==> src/rtl/rcr_pkg.sv <==
package rcr_pkg;

  // ----------------------------------------------------------------
  // Register map
  // ----------------------------------------------------------------
  localparam int unsigned ADDR_W = 10;
  localparam logic [7:0] IDX_SOF   = 8'h34;
  localparam logic [7:0] IDX_CTRL  = 8'h35;
  localparam logic [7:0] IDX_WAIT  = 8'h36;
  localparam logic [7:0] IDX_THR   = 8'h37;
  localparam logic [7:0] IDX_SETUP = 8'h38;
  localparam logic [ADDR_W-1:0] ADDR_SOF   = {IDX_SOF, 2'b00};
  localparam logic [ADDR_W-1:0] ADDR_CTRL  = {IDX_CTRL, 2'b00};
  localparam logic [ADDR_W-1:0] ADDR_WAIT  = {IDX_WAIT, 2'b00};
  localparam logic [ADDR_W-1:0] ADDR_THR   = {IDX_THR, 2'b00};
  localparam logic [ADDR_W-1:0] ADDR_SETUP = {IDX_SETUP, 2'b00};
  localparam logic [7:0] REG_RESET = 8'h00;

  // ----------------------------------------------------------------
  // Field positions and write masks
  // ----------------------------------------------------------------
  localparam int unsigned SOF_EN_BIT   = 5;
  localparam int unsigned SOF_SEEN_BIT = 4;
  localparam int unsigned CAR_EN_BIT   = 2;
  localparam int unsigned CAR_SEEN_BIT = 1;
  localparam int unsigned CAR_LIVE_BIT = 0;
  localparam logic [7:0] SOF_W_MASK   = 8'h24;
  localparam logic [7:0] CTRL_W_MASK  = 8'hCF;
  localparam logic [7:0] SETUP_W_MASK = 8'hF3;
  localparam int unsigned ALLOW_BIT    = 7;
  localparam int unsigned MULTI_BIT    = 6;
  localparam int unsigned SUP_BIT      = 3;
  localparam int unsigned BAUD_MSB     = 2;
  localparam int unsigned UNIT_BIT     = 7;
  localparam int unsigned CNT_MSB      = 6;
  localparam int unsigned DEC_MSB      = 7;
  localparam int unsigned DEC_LSB      = 4;
  localparam int unsigned PH_MSB       = 3;
  localparam int unsigned SINGLE_BIT   = 7;
  localparam int unsigned CONV_BIT     = 6;
  localparam int unsigned SEL_MSB      = 5;
  localparam int unsigned SEL_LSB      = 4;
  localparam int unsigned COLL_MSB     = 1;

  // ----------------------------------------------------------------
  // Encodings and counts
  // ----------------------------------------------------------------
  localparam logic [2:0] BAUD_26K = 3'h2;
  localparam logic [2:0] BAUD_52K = 3'h3;
  localparam logic [1:0] COLL_OFF = 2'h3;
  localparam logic [1:0] SUP_BYTES = 2'h3;
  localparam logic [3:0] CARR_DIV_LAST = 4'hF;
  localparam logic [1:0] RESP_OKAY   = 2'h0;
  localparam logic [1:0] RESP_SLVERR = 2'h2;

  // ----------------------------------------------------------------
  // Carriers
  // ----------------------------------------------------------------
  typedef struct packed {
    logic       sof;
    logic       carrier_now;
    logic       byte_valid;
    logic       byte_partial;
    logic [7:0] byte_data;
    logic       frame_end;
    logic       error;
    logic       collision;
  } rcr_rx_evt_s;

  typedef struct packed {
    logic [2:0] baud_code;
    logic       baud_valid;
    logic       rate_52k;
    logic [3:0] decoder_min_level;
    logic [3:0] phase_detector_min_level;
    logic [1:0] collision_threshold;
    logic       collision_enable;
    logic [1:0] signal_input_select;
    logic       converter_mode;
    logic       single_input;
  } rcr_cfg_s;

  typedef enum logic [2:0] {
    ST_IDLE   = 3'b000,
    ST_IGNORE = 3'b001,
    ST_LISTEN = 3'b010,
    ST_FRAME  = 3'b011,
    ST_APPEND = 3'b100
  } rcr_state_e;

endpackage

==> src/rtl/rcr_receiver_config_regs.sv <==
// Behaviour
// Frame-start enable plus detected start raises the frame-start interrupt.
// Start-of-frame sets a sticky flag, held until software clears it.
// Subcarrier enable plus detected subcarrier raises the same interrupt.
// Subcarrier detection sets a sticky flag, held until software clears it.
// A read-only bit shows the subcarrier detection live, unlatched.
// Partial-byte option lets incomplete bytes reach the FIFO despite checksum.
// Multi-frame option keeps the receiver running after each frame.
// Multi-frame mode appends a copy of the error status after each frame.
// Suppression: error or collision in first three bytes resets the FIFO.
// Suppression: a frame shorter than three bytes flags a disturbance error.
// Disturbance cases never raise the receive-complete interrupt.
// Host should not read FIFO before three bytes with forced checksum write.
// Baud field code 2h selects 26 kBd, 3h 52 kBd, others reserved.
// Wait unit is 16 carrier periods, or half a bit period when set.
// After transmission all receiver input is ignored for the wait time; the live subcarrier read bit still follows rx_evt.carrier_now.
// Upper threshold nibble is the bit decoder minimum level.
// Lower threshold nibble is the phase detector minimum level.
// Collision level 0h 1/8, 1h 1/4, 2h 1/2, 3h detection off.
// Input select picks idle, analog, envelope or generic digital input.
// Converter mode bit selects normal reception or low-power detection.
// Reserved bits read zero; status bits ignore writes except clears.
`timescale 1ns/10ps
module rcr_receiver_config_regs
  import rcr_pkg::*;
(
  // Clock and reset
  input  wire logic              aclk,
  input  wire logic              aresetn,
  // AXI4-Lite write
  input  wire logic [ADDR_W-1:0] s_axi_awaddr,
  input  wire logic              s_axi_awvalid,
  output      logic              s_axi_awready,
  input  wire logic [31:0]       s_axi_wdata,
  input  wire logic [3:0]        s_axi_wstrb,
  input  wire logic              s_axi_wvalid,
  output      logic              s_axi_wready,
  output      logic [1:0]        s_axi_bresp,
  output      logic              s_axi_bvalid,
  input  wire logic              s_axi_bready,
  // AXI4-Lite read
  input  wire logic [ADDR_W-1:0] s_axi_araddr,
  input  wire logic              s_axi_arvalid,
  output      logic              s_axi_arready,
  output      logic [31:0]       s_axi_rdata,
  output      logic [1:0]        s_axi_rresp,
  output      logic              s_axi_rvalid,
  input  wire logic              s_axi_rready,
  // Receiver front end
  input  wire rcr_rx_evt_s       rx_evt,
  input  wire logic              tx_end,
  input  wire logic              carrier_tick,
  input  wire logic              half_bit_tick,
  input  wire logic              crc_enable,
  input  wire logic [7:0]        error_status,
  // FIFO side
  output      logic              fifo_wr_valid,
  output      logic [7:0]        fifo_wr_data,
  output      logic              fifo_reset,
  // Status and interrupts
  output      logic              frame_start_irq,
  output      logic              rx_done_irq,
  output      logic              disturbance_error,
  output      logic              input_ignored,
  output      rcr_cfg_s          cfg
);

  // ----------------------------------------------------------------
  // Storage
  // ----------------------------------------------------------------
  logic [7:0]        sof_r, ctrl_r, wait_r, thr_r, setup_r;
  logic              aw_held_r, w_held_r;
  logic [ADDR_W-1:0] awaddr_r;
  logic [7:0]        wdata_r;
  logic              wlane_r;
  rcr_state_e        state_r;
  logic [6:0]        wait_cnt_r;
  logic [3:0]        carr_div_r;
  logic [1:0]        byte_cnt_r;
  logic              wr_fire, rd_fire, sof_hit, car_hit, unit_tick;
  logic [7:0]        rd_val;
  logic              rd_ok;
  logic              wr_ok;
  logic              short_frame, early_fault, drop_partial;

  // ----------------------------------------------------------------
  // AXI4-Lite slave
  // ----------------------------------------------------------------
  assign s_axi_awready = !aw_held_r && !s_axi_bvalid;
  assign s_axi_wready  = !w_held_r && !s_axi_bvalid;
  assign s_axi_arready = !s_axi_rvalid;
  assign wr_fire       = aw_held_r && w_held_r;
  assign rd_fire       = s_axi_arvalid && s_axi_arready;
  assign wr_ok         = (awaddr_r == ADDR_SOF) || (awaddr_r == ADDR_CTRL) ||
                         (awaddr_r == ADDR_WAIT) || (awaddr_r == ADDR_THR) ||
                         (awaddr_r == ADDR_SETUP);

  // Capture address and data in either order
  always_ff @(posedge aclk)
  begin
    if (!aresetn)
    begin
      aw_held_r <= 1'b0;
      w_held_r  <= 1'b0;
      awaddr_r  <= '0;
      wdata_r   <= REG_RESET;
      wlane_r   <= 1'b0;
    end
    else
    begin
      if (s_axi_awvalid && s_axi_awready)
      begin
        aw_held_r <= 1'b1;
        awaddr_r  <= s_axi_awaddr;
      end
      else if (wr_fire)
        aw_held_r <= 1'b0;
      if (s_axi_wvalid && s_axi_wready)
      begin
        w_held_r <= 1'b1;
        wdata_r  <= s_axi_wdata[7:0];
        wlane_r  <= s_axi_wstrb[0];
      end
      else if (wr_fire)
        w_held_r <= 1'b0;
    end
  end

  // Write response
  always_ff @(posedge aclk)
  begin
    if (!aresetn)
    begin
      s_axi_bvalid <= 1'b0;
      s_axi_bresp  <= RESP_OKAY;
    end
    else if (wr_fire)
    begin
      s_axi_bvalid <= 1'b1;
      s_axi_bresp  <= wr_ok ? RESP_OKAY : RESP_SLVERR;
    end
    else if (s_axi_bready)
      s_axi_bvalid <= 1'b0;
  end

  // Read decode; reserved bits come back as zero
  always_comb
  begin
    rd_val = 8'h00;
    rd_ok  = 1'b1;
    case (s_axi_araddr)
      ADDR_SOF:
      begin
        rd_val = sof_r & (SOF_W_MASK | 8'h12);
        // live subcarrier
        rd_val[CAR_LIVE_BIT] = rx_evt.carrier_now;
      end
      ADDR_CTRL:  rd_val = ctrl_r;
      ADDR_WAIT:  rd_val = wait_r;
      ADDR_THR:   rd_val = thr_r;
      ADDR_SETUP: rd_val = setup_r;
      default:    rd_ok  = 1'b0;
    endcase
  end

  // Read data channel
  always_ff @(posedge aclk)
  begin
    if (!aresetn)
    begin
      s_axi_rvalid <= 1'b0;
      s_axi_rdata  <= '0;
      s_axi_rresp  <= RESP_OKAY;
    end
    else if (rd_fire)
    begin
      s_axi_rvalid <= 1'b1;
      s_axi_rdata  <= {24'h000000, rd_val};
      s_axi_rresp  <= rd_ok ? RESP_OKAY : RESP_SLVERR;
    end
    else if (s_axi_rready)
      s_axi_rvalid <= 1'b0;
  end

  // ----------------------------------------------------------------
  // Configuration registers
  // ----------------------------------------------------------------
  // masked writes, reserved stay zero
  always_ff @(posedge aclk)
  begin
    if (!aresetn)
    begin
      ctrl_r  <= REG_RESET;
      wait_r  <= REG_RESET;
      thr_r   <= REG_RESET;
      setup_r <= REG_RESET;
    end
    else if (wr_fire && wlane_r)
    begin
      if (awaddr_r == ADDR_CTRL)
        ctrl_r <= wdata_r & CTRL_W_MASK;
      if (awaddr_r == ADDR_WAIT)
        wait_r <= wdata_r;
      if (awaddr_r == ADDR_THR)
        thr_r <= wdata_r;
      if (awaddr_r == ADDR_SETUP)
        setup_r <= wdata_r & SETUP_W_MASK;
    end
  end

  // Detection flags and enables; a new event beats a clear
  assign sof_hit = rx_evt.sof && !input_ignored;
  assign car_hit = rx_evt.carrier_now && !input_ignored;
  always_ff @(posedge aclk)
  begin
    if (!aresetn)
      sof_r <= REG_RESET;
    else
    begin
      if (wr_fire && wlane_r && awaddr_r == ADDR_SOF)
      begin
        sof_r[SOF_EN_BIT] <= wdata_r[SOF_EN_BIT];
        sof_r[CAR_EN_BIT] <= wdata_r[CAR_EN_BIT];
        if (wdata_r[SOF_SEEN_BIT])
          sof_r[SOF_SEEN_BIT] <= 1'b0;
        if (wdata_r[CAR_SEEN_BIT])
          sof_r[CAR_SEEN_BIT] <= 1'b0;
      end
      // sticky start flag
      if (sof_hit)
        sof_r[SOF_SEEN_BIT] <= 1'b1;
      // sticky subcarrier flag
      if (car_hit)
        sof_r[CAR_SEEN_BIT] <= 1'b1;
    end
  end

  // start interrupt path
  // subcarrier interrupt path
  assign frame_start_irq = (sof_r[SOF_EN_BIT] && sof_r[SOF_SEEN_BIT]) ||
                           (sof_r[CAR_EN_BIT] && sof_r[CAR_SEEN_BIT]);

  // Decoded settings to the analog and decoder blocks
  always_comb
  begin
    cfg.baud_code  = ctrl_r[BAUD_MSB:0];
    // baud selection
    cfg.baud_valid = (ctrl_r[BAUD_MSB:0] == BAUD_26K) ||
                     (ctrl_r[BAUD_MSB:0] == BAUD_52K);
    cfg.rate_52k   = (ctrl_r[BAUD_MSB:0] == BAUD_52K);
    // decoder threshold
    cfg.decoder_min_level = thr_r[DEC_MSB:DEC_LSB];
    // phase detector threshold
    cfg.phase_detector_min_level = thr_r[PH_MSB:0];
    // collision level and off code
    cfg.collision_threshold = setup_r[COLL_MSB:0];
    cfg.collision_enable    = (setup_r[COLL_MSB:0] != COLL_OFF);
    // input select
    cfg.signal_input_select = setup_r[SEL_MSB:SEL_LSB];
    // converter mode
    cfg.converter_mode = setup_r[CONV_BIT];
    cfg.single_input   = setup_r[SINGLE_BIT];
  end

  // ----------------------------------------------------------------
  // Post-transmit ignore timer
  // ----------------------------------------------------------------
  // unit is 16 carrier ticks or one half-bit tick
  assign unit_tick = wait_r[UNIT_BIT] ? half_bit_tick :
                     (carrier_tick && carr_div_r == CARR_DIV_LAST);
  assign input_ignored = (state_r == ST_IGNORE);

  // Carrier tick divider, restarted at each transmission end
  always_ff @(posedge aclk)
  begin
    if (!aresetn || tx_end)
      carr_div_r <= 4'h0;
    else if (carrier_tick)
      carr_div_r <= carr_div_r + 4'h1;
  end

  // ----------------------------------------------------------------
  // Receive framing
  // ----------------------------------------------------------------
  assign early_fault  = ctrl_r[SUP_BIT] && byte_cnt_r < SUP_BYTES &&
                        (rx_evt.error || rx_evt.collision);
  assign short_frame  = ctrl_r[SUP_BIT] && byte_cnt_r < SUP_BYTES &&
                        rx_evt.frame_end;
  assign drop_partial = rx_evt.byte_partial && crc_enable &&
                        !ctrl_r[ALLOW_BIT];

  // Sequencer
  always_ff @(posedge aclk)
  begin
    if (!aresetn)
    begin
      state_r    <= ST_IDLE;
      wait_cnt_r <= 7'h00;
      byte_cnt_r <= 2'h0;
    end
    else if (tx_end)
    begin
      // ignore input for the wait time
      wait_cnt_r <= wait_r[CNT_MSB:0];
      state_r    <= (wait_r[CNT_MSB:0] == 7'h00) ? ST_LISTEN : ST_IGNORE;
    end
    else
    begin
      case (state_r)
        ST_IGNORE:
        begin
          if (unit_tick)
          begin
            wait_cnt_r <= wait_cnt_r - 7'h01;
            if (wait_cnt_r == 7'h01)
              state_r <= ST_LISTEN;
          end
        end
        ST_LISTEN:
        begin
          byte_cnt_r <= 2'h0;
          if (rx_evt.sof)
            state_r <= ST_FRAME;
        end
        ST_FRAME:
        begin
          if (rx_evt.byte_valid && byte_cnt_r != SUP_BYTES)
            byte_cnt_r <= byte_cnt_r + 2'h1;
          // discard early bytes, wait for next start
          if (early_fault || short_frame)
            state_r <= ST_LISTEN;
          else if (rx_evt.frame_end)
          begin
            // stay receiving in multi-frame mode
            if (ctrl_r[MULTI_BIT])
              state_r <= ST_APPEND;
            else
              state_r <= ST_IDLE;
          end
        end
        ST_APPEND: state_r <= ST_LISTEN;
        default:   state_r <= ST_IDLE;
      endcase
    end
  end

  // FIFO writes, resets and completion
  always_ff @(posedge aclk)
  begin
    if (!aresetn)
    begin
      fifo_wr_valid     <= 1'b0;
      fifo_wr_data      <= 8'h00;
      fifo_reset        <= 1'b0;
      rx_done_irq       <= 1'b0;
      disturbance_error <= 1'b0;
    end
    else
    begin
      fifo_wr_valid     <= 1'b0;
      fifo_reset        <= 1'b0;
      rx_done_irq       <= 1'b0;
      disturbance_error <= 1'b0;
      if (state_r == ST_FRAME && !tx_end)
      begin
        // partial byte passes only when allowed or checksum is off
        if (rx_evt.byte_valid && !drop_partial && !early_fault)
        begin
          fifo_wr_valid <= 1'b1;
          fifo_wr_data  <= rx_evt.byte_data;
        end
        // early error or collision resets FIFO
        fifo_reset <= early_fault;
        // short frame flags disturbance
        disturbance_error <= short_frame && !early_fault;
        // no completion on disturbance
        rx_done_irq <= rx_evt.frame_end && !early_fault && !short_frame;
      end
      else if (state_r == ST_APPEND)
      begin
        // append error status copy
        fifo_wr_valid <= 1'b1;
        fifo_wr_data  <= error_status;
      end
    end
  end
endmodule

==> config.mk <==
export PLATFORM = sky130hd
export DESIGN_NAME = rcr_receiver_config_regs
export DESIGN_NICKNAME = d
export VERILOG_FILES = /design/src/rtl/rcr_pkg.sv /design/src/rtl/rcr_receiver_config_regs.sv
export SDC_FILE = /design/constraint.sdc
export NUM_CORES = 1
export LEC_CHECK = 0
export BUFFER_PORTS_ARGS = -buffer_cell sky130_fd_sc_hd__buf_4
export CAP_MARGIN = 20
export CELL_PAD_IN_SITES_DETAIL_PLACEMENT = 1
export CELL_PAD_IN_SITES_GLOBAL_PLACEMENT = 2
export CORE_ASPECT_RATIO = 0.6
export CORE_MARGIN = 3
export CORE_UTILIZATION = 25
export CTS_CLUSTER_SIZE = 30
export DETAILED_ROUTE_END_ITERATION = 8
export MAX_ROUTING_LAYER = met4
export PLACE_DENSITY_LB_ADDON = 0.08
export SLEW_MARGIN = 10
export SYNTH_ARGS = -nofsm -noshare
export SYNTH_HDL_FRONTEND = slang
export SYNTH_SLANG_ARGS = --single-unit
export TNS_END_PERCENT = 5
==> constraint.sdc <==
create_clock -name aclk -period 1.83 [get_ports aclk]
set_clock_uncertainty 0.15 [all_clocks]
set_input_delay 0.2745 -clock aclk [delete_from_list [all_inputs] [get_ports aclk]]
set_output_delay 0.2745 -clock aclk [all_outputs]
set_load 0.02 [all_outputs]
## Yosys cells after proc, flatten, opt, wreduce, memory -nomap -nowiden

Index checks and enable logic that the tools add are counted.

- Add/sub/neg operators: 3
- Multiply operators: 0
- Divide/modulo/power cells: 0
- $lt $le $gt $ge: 1
- Equal/unequal tests: 26
- Shifts and indexed selects: 0
- Multiplexer cells: 38
- Bitwise gates (word level): 1
- Reduce and logical (&&, ||, !) cells: 70

Operator list:

| cell | number |
|---|---|
| 10-bit by 8-bit == test with 1-bit output, second input constant | 10 |
| 8-bit case mux with 5 select lines | 1 |
| 1-bit logical AND | 25 |
| 8-bit two-way mux | 3 |
| 2-bit nonzero test | 12 |
| 3-bit two-way mux | 7 |
| 7-bit two-way mux | 3 |
| 1-bit two-way mux | 18 |
| 2-bit AND reduction | 9 |
| 3-bit by 2-bit == test with 1-bit output, second input constant | 4 |
| 3-bit case mux with 4 select lines | 1 |
| 1-bit logical NOT | 11 |
| 1-bit logical OR | 9 |
| 2-bit two-way mux | 4 |
| 7-bit by 1-bit == test with 1-bit output, second input constant | 1 |
| 7-bit logical NOT | 1 |
| 7-bit by 1-bit subtractor with 7-bit output, second input constant | 1 |
| 2-bit != test, second input constant | 3 |
| 3-bit by 2-bit != test with 1-bit output, second input constant | 2 |
| 5-bit OR reduction | 1 |
| 4-bit by 1-bit adder with 4-bit output, second input constant | 1 |
| 4-bit == test, second input constant | 1 |
| 4-bit != test, second input constant | 1 |
| 2-bit case mux with 2 select lines | 1 |
| other kinds (9) | 9 |

- Register bits after elaboration: 95
- Bits in latches: 0
- Bits in writable memories: 0
- Memory bits (read-only): 0
- Input bits: 90
- Output and inout bits: 75
- Logic and storage cells: 165
- Memories: 0

## Longest topological paths before layout

Gate-level depths: netlist (run 1).

- Depth after elaboration: 7
- Mapped depth: 7
- Mapped depth without buffers: 5

## Worst setup path before layout (run 1)

OpenSTA, ideal clock, no wires.

- Path type: register to register
- From: reg state_r[2]
- To: reg wait_cnt_r[5]
- Library setup time: 74 ps
- Arrival: 1576 ps
- Data required time: 1606 ps
- Path slack: 30 ps
- Stages on the path, launching flop included: 6
- Buffers on the path: 2
- Period minus slack after synthesis: 1800 ps
- Cells stage by stage: dfxtp_1 -> buf_4 -> or3b_4 -> buf_6 -> or4_1 -> a31oi_1

- Word-level cells in the longest chain between the ends: 3

Ends and longest elaborated chain:

| item | RTL line | RTL |
|---|---|---|
| start, declared | rcr_receiver_config_regs.sv:76 | `rcr_state_e state_r;` |
| start signal, assigned | rcr_receiver_config_regs.sv:305 | `state_r <= (wait_r[CNT_MSB:0] == 7'h00) ? ST_LISTEN : ST_IGNORE;` |
| 3-bit by 1-bit == test with 1-bit output | rcr_receiver_config_regs.sv:309 | `case (state_r)` |
| 2-bit nonzero test (no source line) | -- |  |
| 2-bit AND reduction (no source line) | -- |  |
| end signal, assigned | rcr_receiver_config_regs.sv:304 | `wait_cnt_r <= wait_r[CNT_MSB:0];` |
| end signal, assigned | rcr_receiver_config_regs.sv:314 | `wait_cnt_r <= wait_cnt_r - 7'h01;` |
| end, declared | rcr_receiver_config_regs.sv:77 | `logic [6:0] wait_cnt_r;` |

Every way passes these cells.
A chain may end at the register's enable or synchronous reset.

## Final worst setup path (run 1)

- From: reg state_r[1]
- To: reg wait_cnt_r[3]

Same word-level chain as after synthesis.

==> results list, run 1 <==
- Synth top cells by count: 93 x sky130_fd_sc_hd__dfxtp_1, 68 x sky130_fd_sc_hd__nand2_1, 54 x sky130_fd_sc_hd__a21oi_1, 32 x sky130_fd_sc_hd__buf_4, 32 x sky130_fd_sc_hd__o21ai_0
- For this run, the total global-route usage over all layers was measured as 0.163.
* Area of the placeable core: 0.0174 mm^2
- Result of the run: complete, no violations
- Worst Path Max Fanout: 5
* Nature of the critical path startpoint: flip-flop
- Root buf cell: sky130_fd_sc_hd__clkbuf_16
- Fraction of final layout cells sized beyond drive strength 1: 0.297
- Share of the cycle needed by the critical path after routing: 0.992
- The worst setup path is captured at a flip-flop.
* Path type of the worst setup path: reg -> reg
- Area taken by multi-input logic gates: 0.00242 mm^2
- Netlist cell types: 58
- The worst register-to-register path ends at wait_cnt_r[3].
* Final count of hold timing violations: 0
- The worst register-to-register path has a setup slack of roughly 14 ps.
- Count of buffers inserted at the top-level ports: 111
- The first global-routing pass estimated 24500 um of wire.
- CP max-delay cell: sky130_fd_sc_hd__or4_1
- The final max-slew violation count is 0.
- Of all cell types, the one taking the most synthesized area is sky130_fd_sc_hd__dfxtp_1.
- Maximum number of pins on one net before global-route repair: 23
* Yosys warnings: 0
- Required @ worst endpoint: 1950 ps
* Pre-Repair DR Iteration Count: 4
* Initial core utilization: 0.260
- Shortest clock period the worst path allows after layout: 1820 ps
- Share of the yosys chip area belonging to registers: 0.412
- Total power: 4.61 mW
* Via Count: roughly 4300
* Detail Route Antenna Nets: 0
* Crit-path cells: or3b_4, buf_4, or4_1, a31oi_1
* Layout Cells excl Fill: ~900
- Across the whole layout, storage elements account for 0.00187 mm^2.
- The floorplan has 37 rows.
- At the worst endpoint, the arrival time is 1930 ps.
* Avg Vias per Cell: 4.81
* Start point of the critical path: state_r[1]
* Post-synthesis sequential element count: 93
- WHS: 20.6 ps
- Clock sink count: 93
- Number of inserted filler cells in the final layout: around 2100
* Cell area reported after detailed placement: 0.00563 mm^2
- Max Cap Violations: 0
- Stages on the worst setup path: 4
* Detailed-route wire length per cell: 17.7 um
- Antenna fix cells: 0
- Final standard cell utilization of the core: 0.349
- Vias in the first global route: 4353
* Num CTS Buffers: 9
- Biggest cell delay along the critical path: 500 ps
- At the later pin of the worst-skew pair, clock insertion delay measures 350 ps.
- RSZ-0062 raised after global routing: yes
- Setup violations remaining at the end of the flow were counted as 0.
* Number of instances in the synthesized netlist: ~530
- In this run the count of I/O pins placed on the die edge is 165.
* Synth-to-Final Area Change: 34.2%
- TritonCTS built the clock tree.
* Post-synth EDFFs: 0
- After synthesis, the share of flip-flops with an asynchronous set or reset is 0.
* NumNets Final: 744
* Yosys top cell area share: 0.412
- Mean area per synthesized cell: 8.61 um^2
- In the routed design, unresolved DRC markers number 0.
- Hold crit path type: in -> reg
- Before CTS, the worst setup slack after placement is -216 ps.
* Cell leakage power: 2.50 nW
* Setup TNS: 0 ps
* Setup slack of the critical path after layout: 14.3 ps
- The synthesized netlist occupies a cell area of 0.00452 mm^2.
- Placed Instances: 867
- The clock passes through at most 2 buffers.
* Worst voltage drop across the vdd grid: ~0.4 mV
- Overflow left after global routing: 0
- After clock tree synthesis, the clock-pin slew on the worst setup and hold paths is about 70 ps.
- The congestion estimate from routability-driven global placement came to 0.784.
* Fmax achieved: 551 MHz
- The most common cell in the synthesized netlist is sky130_fd_sc_hd__dfxtp_1.
- Initial antenna violation count: 0
- Yosys attributes the largest share of cell area to sky130_fd_sc_hd__dfxtp_1 41%, sky130_fd_sc_hd__a21oi_1 6.0%, sky130_fd_sc_hd__nand2_1 5.6%, sky130_fd_sc_hd__buf_4 5.3%, sky130_fd_sc_hd__mux2i_1 4.9%.
- For this design the ratio of total power to cell area is 759 mW/mm^2.
* Final std cell area, no fill: 0.00607 mm^2
- Among cell families on the critical path, the largest total delay comes from simple AND/OR/NAND/NOR gates.
* First DRT Iteration DRCs: 198
* Final WL: 15700 um
* Buf/Inv on CP: 1
- The die covers ~0.02 mm^2.
- In this run the worst setup path terminates at wait_cnt_r[3].
* Worst R2R Path Depth: 4
- The H-tree generated during clock tree synthesis spans 3 levels.
- After legalization and detailed placement, the total HPWL measured about 12000 um.
- The die is between 150 and 200 um wide.
- For this run, the leading register cell type out of synthesis is sky130_fd_sc_hd__dfxtp_1.
- Launch point of the worst reg-to-reg path: state_r[1]
- The floorplan step set the die height to between 100 and 150 um.
-- how the worst min path moves through the flow --
stage                         start           endpoint  slack (ps)  cells after the start
floorplan                 rx_evt[0]  disturbance_error         200                      1
global placement        awaddr_r[7]        awaddr_r[7]         290                      2
detailed placement   s_axi_rdata[7]     s_axi_rdata[7]         290                      2
CTS                 s_axi_awaddr[9]        awaddr_r[9]          20                      3
global route        s_axi_awaddr[4]        awaddr_r[4]          20                      3
finish              s_axi_awaddr[7]        awaddr_r[7]          20                      3
-- cells in the final DEF, fill, tap and decap left out, types with 3 or more instances in the layout --
cell	instances
sky130_fd_sc_hd__dfxtp_1	89
sky130_fd_sc_hd__o31ai_1	5
sky130_fd_sc_hd__buf_4	149
sky130_fd_sc_hd__ha_1	3
sky130_fd_sc_hd__nor3_1	3
sky130_fd_sc_hd__and2_1	5
sky130_fd_sc_hd__nand2b_1	7
sky130_fd_sc_hd__nor2b_1	8
sky130_fd_sc_hd__mux4_2	3
sky130_fd_sc_hd__nand3b_1	3
sky130_fd_sc_hd__nand3_1	10
sky130_fd_sc_hd__o21a_1	3
sky130_fd_sc_hd__a31oi_1	6
sky130_fd_sc_hd__a21oi_1	53
sky130_fd_sc_hd__nand2_1	68
sky130_fd_sc_hd__a22oi_1	5
sky130_fd_sc_hd__conb_1	26
sky130_fd_sc_hd__dfxtp_2	4
sky130_fd_sc_hd__nor2_1	26
sky130_fd_sc_hd__or4_1	6
sky130_fd_sc_hd__mux2i_1	22
sky130_fd_sc_hd__mux2_2	3
sky130_fd_sc_hd__a211oi_1	16
sky130_fd_sc_hd__inv_1	8
sky130_fd_sc_hd__clkbuf_16	9
sky130_fd_sc_hd__nand4_1	19
sky130_fd_sc_hd__o21ai_0	31
sky130_fd_sc_hd__nand4b_1	8
sky130_fd_sc_hd__a22o_1	4
-- final cells by class --
| class | instances | share of cell area |
|---|---|---|
| multi-input cells | 384 | 0.399 |
| flip-flops and latches | 93 | 0.308 |
| repair buffers | 152 | 0.191 |
| well taps | 234 | 0.0482 |
| clock buffers | 10 | 0.0394 |
| clock inverters | 4 | 0.00825 |
| inverters | 10 | 0.00660 |
-- power breakdown --
| group | total [mW] | internal, mW | leakage (nW) | switching (mW) |
|---|---|---|---|---|
| logic | 0.580 | 0.249 | 1.60 | 0.331 |
| clock network | 1.88 | 1.08 | 0.136 | 0.803 |
| registers | 2.14 | 2.08 | 0.757 | 0.0646 |
-- flip-flops by register name, summed over array words and instances (netlist names), 2 cells and up --
| register | cells |
|---|---|
| awaddr_r | 10 |
| fifo_wr_data | 8 |
| s_axi_rdata | 8 |
| thr_r | 8 |
| wait_r | 8 |
| wdata_r | 8 |
| wait_cnt_r | 7 |
| ctrl_r | 6 |
| setup_r | 6 |
| carr_div_r | 4 |
| sof_r | 4 |
| state_r | 3 |
| byte_cnt_r | 2 |
-- tightest hold or removal path, stage by stage --
cell	delay [ps]
sky130_fd_sc_hd__buf_4	110
sky130_fd_sc_hd__nand2_1	50
sky130_fd_sc_hd__a21oi_1	50
-- routing by layer --
metal  GRT usage  share of wire  vias up
li1            -              -     2091
met1       0.239           0.56     2048
met2       0.227           0.39      119
met3      0.0367          0.044        9
met4      0.0314         0.0059        0
met5           -              0        -
-- kinds of logic (layout without fill, tap and decap cells) --
group | after synthesis | after routing | share of synthesized area
simple gates | 183 | 183 | 0.218
xor+xnor | 3 | 3 | 0.00581
compound gates | 140 | 140 | 0.188
other cells | 1 | 26 | 0.000830
fa+ha+maj | 4 | 4 | 0.0111
buf+inv | 73 | 176 | 0.0935
flops | 93 | 93 | 0.412
mux | 28 | 28 | 0.0711
-- repair_timing --
item,in CTS,in global routing
cloned,0,0
hold buffers,2,0
gates resized for setup,12,13
endpoints found under the hold margin,1,0
pin swaps,8,5
buffers inserted,4,0
setup endpoints to repair,19,44
Power figures use the tool's default switching activity.
==> run 2: changes to the inputs <==
--- a/config.mk
+++ b/config.mk
@@ -16,4 +16,6 @@
 export DETAILED_ROUTE_END_ITERATION = 8
+export GPL_ROUTABILITY_DRIVEN = 0
 export MAX_ROUTING_LAYER = met4
 export PLACE_DENSITY_LB_ADDON = 0.08
+export REMOVE_ABC_BUFFERS = 1
 export SLEW_MARGIN = 10
==> constraint.sdc (replaced) <==
create_clock -name aclk -period 1.83 [get_ports aclk]
set_clock_uncertainty 0.15 [all_clocks]
set_input_delay 0 -clock aclk [delete_from_list [all_inputs] [get_ports aclk]]
set_output_delay 0 -clock aclk [all_outputs]
set_load 0.02 [all_outputs]
==> results list, run 2 (same netlist as run 1, synthesis figures left out) <==
- The sequential standard cell area came to 0.00186 mm^2 (-0.13%).
- Traced cell by cell, the critical path runs through or3b_4, or4_4, a31oi_2.
* Result of the run: complete, no violations
- Max FFs per register: 10 (unchanged)
- Most flop-heavy register: awaddr_r
- Worst voltage drop across the vdd grid: 0.368 mV (-10%)
- Worst-Skew Late Latency: 340 ps (about the same)
- Cell leakage power: 2.72 nW (+9.0%)
- Avg Vias per Cell: 4.76 (-0.96%)
* Cell area reported after detailed placement: 0.00560 mm^2 (-0.58%)
- The tightest min-delay check is of the in -> reg type.
- The power per standard cell area came to 735 mW/mm^2 (-3.2%).
* Area of the placeable core: 0.0174 mm^2 (unchanged)
- I/O Pins: 165 (unchanged)
- Share of the cycle needed by the critical path after routing: 0.997 (+0.00511)
* Shortest clock period the worst path allows after layout: 1830 ps (+9.35 ps)
- The detailed-route wire length is 16100 um (+2.4%).
* RSZ-0062 raised after global routing: yes
- The diode insertion count for antenna repair was 0 (unchanged).
- The setup path with the least slack is of type reg -> reg.
* Layout Cells excl Fill: 934 (+5.3%)
- The count of TritonRoute iterations in the first routing pass is 4 (unchanged).
- Detailed Place HPWL: 11900 um (-1.1%)
- First DRT Iteration DRCs: 158 (-20%)
- Vias in the first global route: 4676 (+7.4%)
- All-Layer GR Usage: 0.169 (+0.00665)
- Commonest non-fill, non-tap cell in the layout: sky130_fd_sc_hd__buf_4
- Setup TNS: 0 ps (unchanged)
- The final instance area was 0.00660 mm^2 (+8.8%).
- The setup slack after placement was -21.9 ps (+194 ps).
* Detail Route Antenna Nets: 0 (unchanged)
* Detailed-route wire length per cell: 17.2 um (-2.7%)
* Initial antenna violation count: 0 (unchanged)
- The die extent in x came to 180 um (unchanged).
- The critical path data arrival time came to 1940 ps (about the same).
* Height of the die: 110 um (unchanged)
- TritonCTS built the clock tree.
- Final standard cell utilization of the core: 0.379 (+0.0306)
- Buffer depth of the longest clock path: 2 (unchanged)
- The initial cell density of the core is 0.260 (unchanged).
- The top cell types in the final layout, fill and taps aside, are 140 x sky130_fd_sc_hd__buf_4, 91 x sky130_fd_sc_hd__dfxtp_1, 68 x sky130_fd_sc_hd__nand2_1.
- The total of buffers placed on input and output ports is 111 (unchanged).
- Placed Instances: 861 (-0.69%)
- Via Count: 4450 (+4.3%)
- Final number of max-transition violations: 0 (unchanged)
- The DRC violation count after routing is 0 (unchanged).
* Overflow left after global routing: 0 (unchanged)
* Final count of hold timing violations: 0 (unchanged)
- Kind of end point of the critical path: flip-flop
* Wire length of the first global-routing pass: 25900 um (+5.8%)
* Buf/Inv on CP: 0 (-1)
- Number of inserted filler cells in the final layout: 2058 (-1.9%)
- Maximum number of pins on one net before global-route repair: 40 (+74%)
* Worst Path Max Fanout: 13 (+8)
- Nature of the critical path startpoint: flip-flop
- The final worst slack was 4.99 ps (-9.35 ps).
- The data required time of the critical path came to 1940 ps (about the same).
* Num CTS Buffers: 9 (unchanged)
* Clock sink count: 93 (unchanged)
- Gate family responsible for the most delay along the worst path: simple AND/OR/NAND/NOR gates
* Fmax achieved: 548 MHz (-0.51%)
- The overall die area was 0.0198 mm^2 (unchanged).
- Final setup violation count: 0 (unchanged)
- The share of final-layout standard cells stronger than drive strength 1 is 0.273 (-0.0242).
* CTS clock-pin slew for the worst setup and hold paths: 70 ps (about the same)
* Number of placement rows: 37 (unchanged)
- From synthesis to final layout, the design area changed by 46.0%.
- The max-capacitance violation count was 0 (unchanged).
- CTS placed an instance of sky130_fd_sc_hd__clkbuf_16 at the clock tree root.
- The maximum single-stage delay on the critical path was 540 ps (+40 ps).
- CP max-delay cell: sky130_fd_sc_hd__or4_4
- The maximum level of the CTS H-tree was 3 (unchanged).
- The number of nets in the finished design was 789 (+6.0%).
- The area of combinational cells with multiple inputs was 0.00244 mm^2 (+0.88%).
-- run 2: cell type report --
class / count / area share
Tap cell: 234 / 0.0444
Clock buffer: 9 / 0.0341
Clock inverter: 7 / 0.0146
Inverter: 10 / 0.00569
Sequential cell: 93 / 0.282
Multi-Input combinational cell: 384 / 0.370
Timing Repair Buffer: 197 / 0.249
-- run 2: worst paths after layout --
kind / slack (ps) / to / startpoint / depth (start not counted)
max reg2reg: 5 / wait_cnt_r[4] / state_r[0] / 3
max: 5 / wait_cnt_r[4] / state_r[0] / 3
min: 30 / w_held_r / s_axi_wvalid / 3
min reg2reg: 310 / s_axi_rdata[0] / s_axi_rdata[0] / 2
-- run 2: what timing repair did --
action                                  in CTS  in global routing
pin swaps                                    2                  6
resized for setup                            5                 23
endpoints found under the setup margin       7                 44
hold buffers                                54                  0
buffers inserted                             1                  2
endpoints found under the hold margin       55                  0
-- run 2: through the flow --
stage               hold WS [ps]  power [mW]
finish                      26.9        4.85
global route                52.7        5.07
CTS                         18.5        4.89
detailed placement          28.6        2.74
global placement            22.6        2.72
floorplan                  -74.4        2.44
-- run 2: per-layer routing --
layer / wire, um / global-route usage / part of all wire / up-vias
li1: - / - / - / 2184
met1: 8420 / 0.248 / 0.52 / 2136
met2: 6720 / 0.245 / 0.42 / 119
met3: 818 / 0.0338 / 0.051 / 11
met4: 96 / 0.0248 / 0.0060 / 0
met5: 0 / - / 0 / -
-- run 2: worst reg2reg max path: stages (launching register included) --
cell	delay, ps
sky130_fd_sc_hd__dfxtp_1	370
sky130_fd_sc_hd__or3b_4	500
sky130_fd_sc_hd__or4_4	550
sky130_fd_sc_hd__a31oi_2	180
-- run 2: where the power goes --
part,internal [mW],switching (mW)
combinational,0.314,0.350
clock,1.21,0.834
sequential,2.08,0.0673
total,3.60,1.25
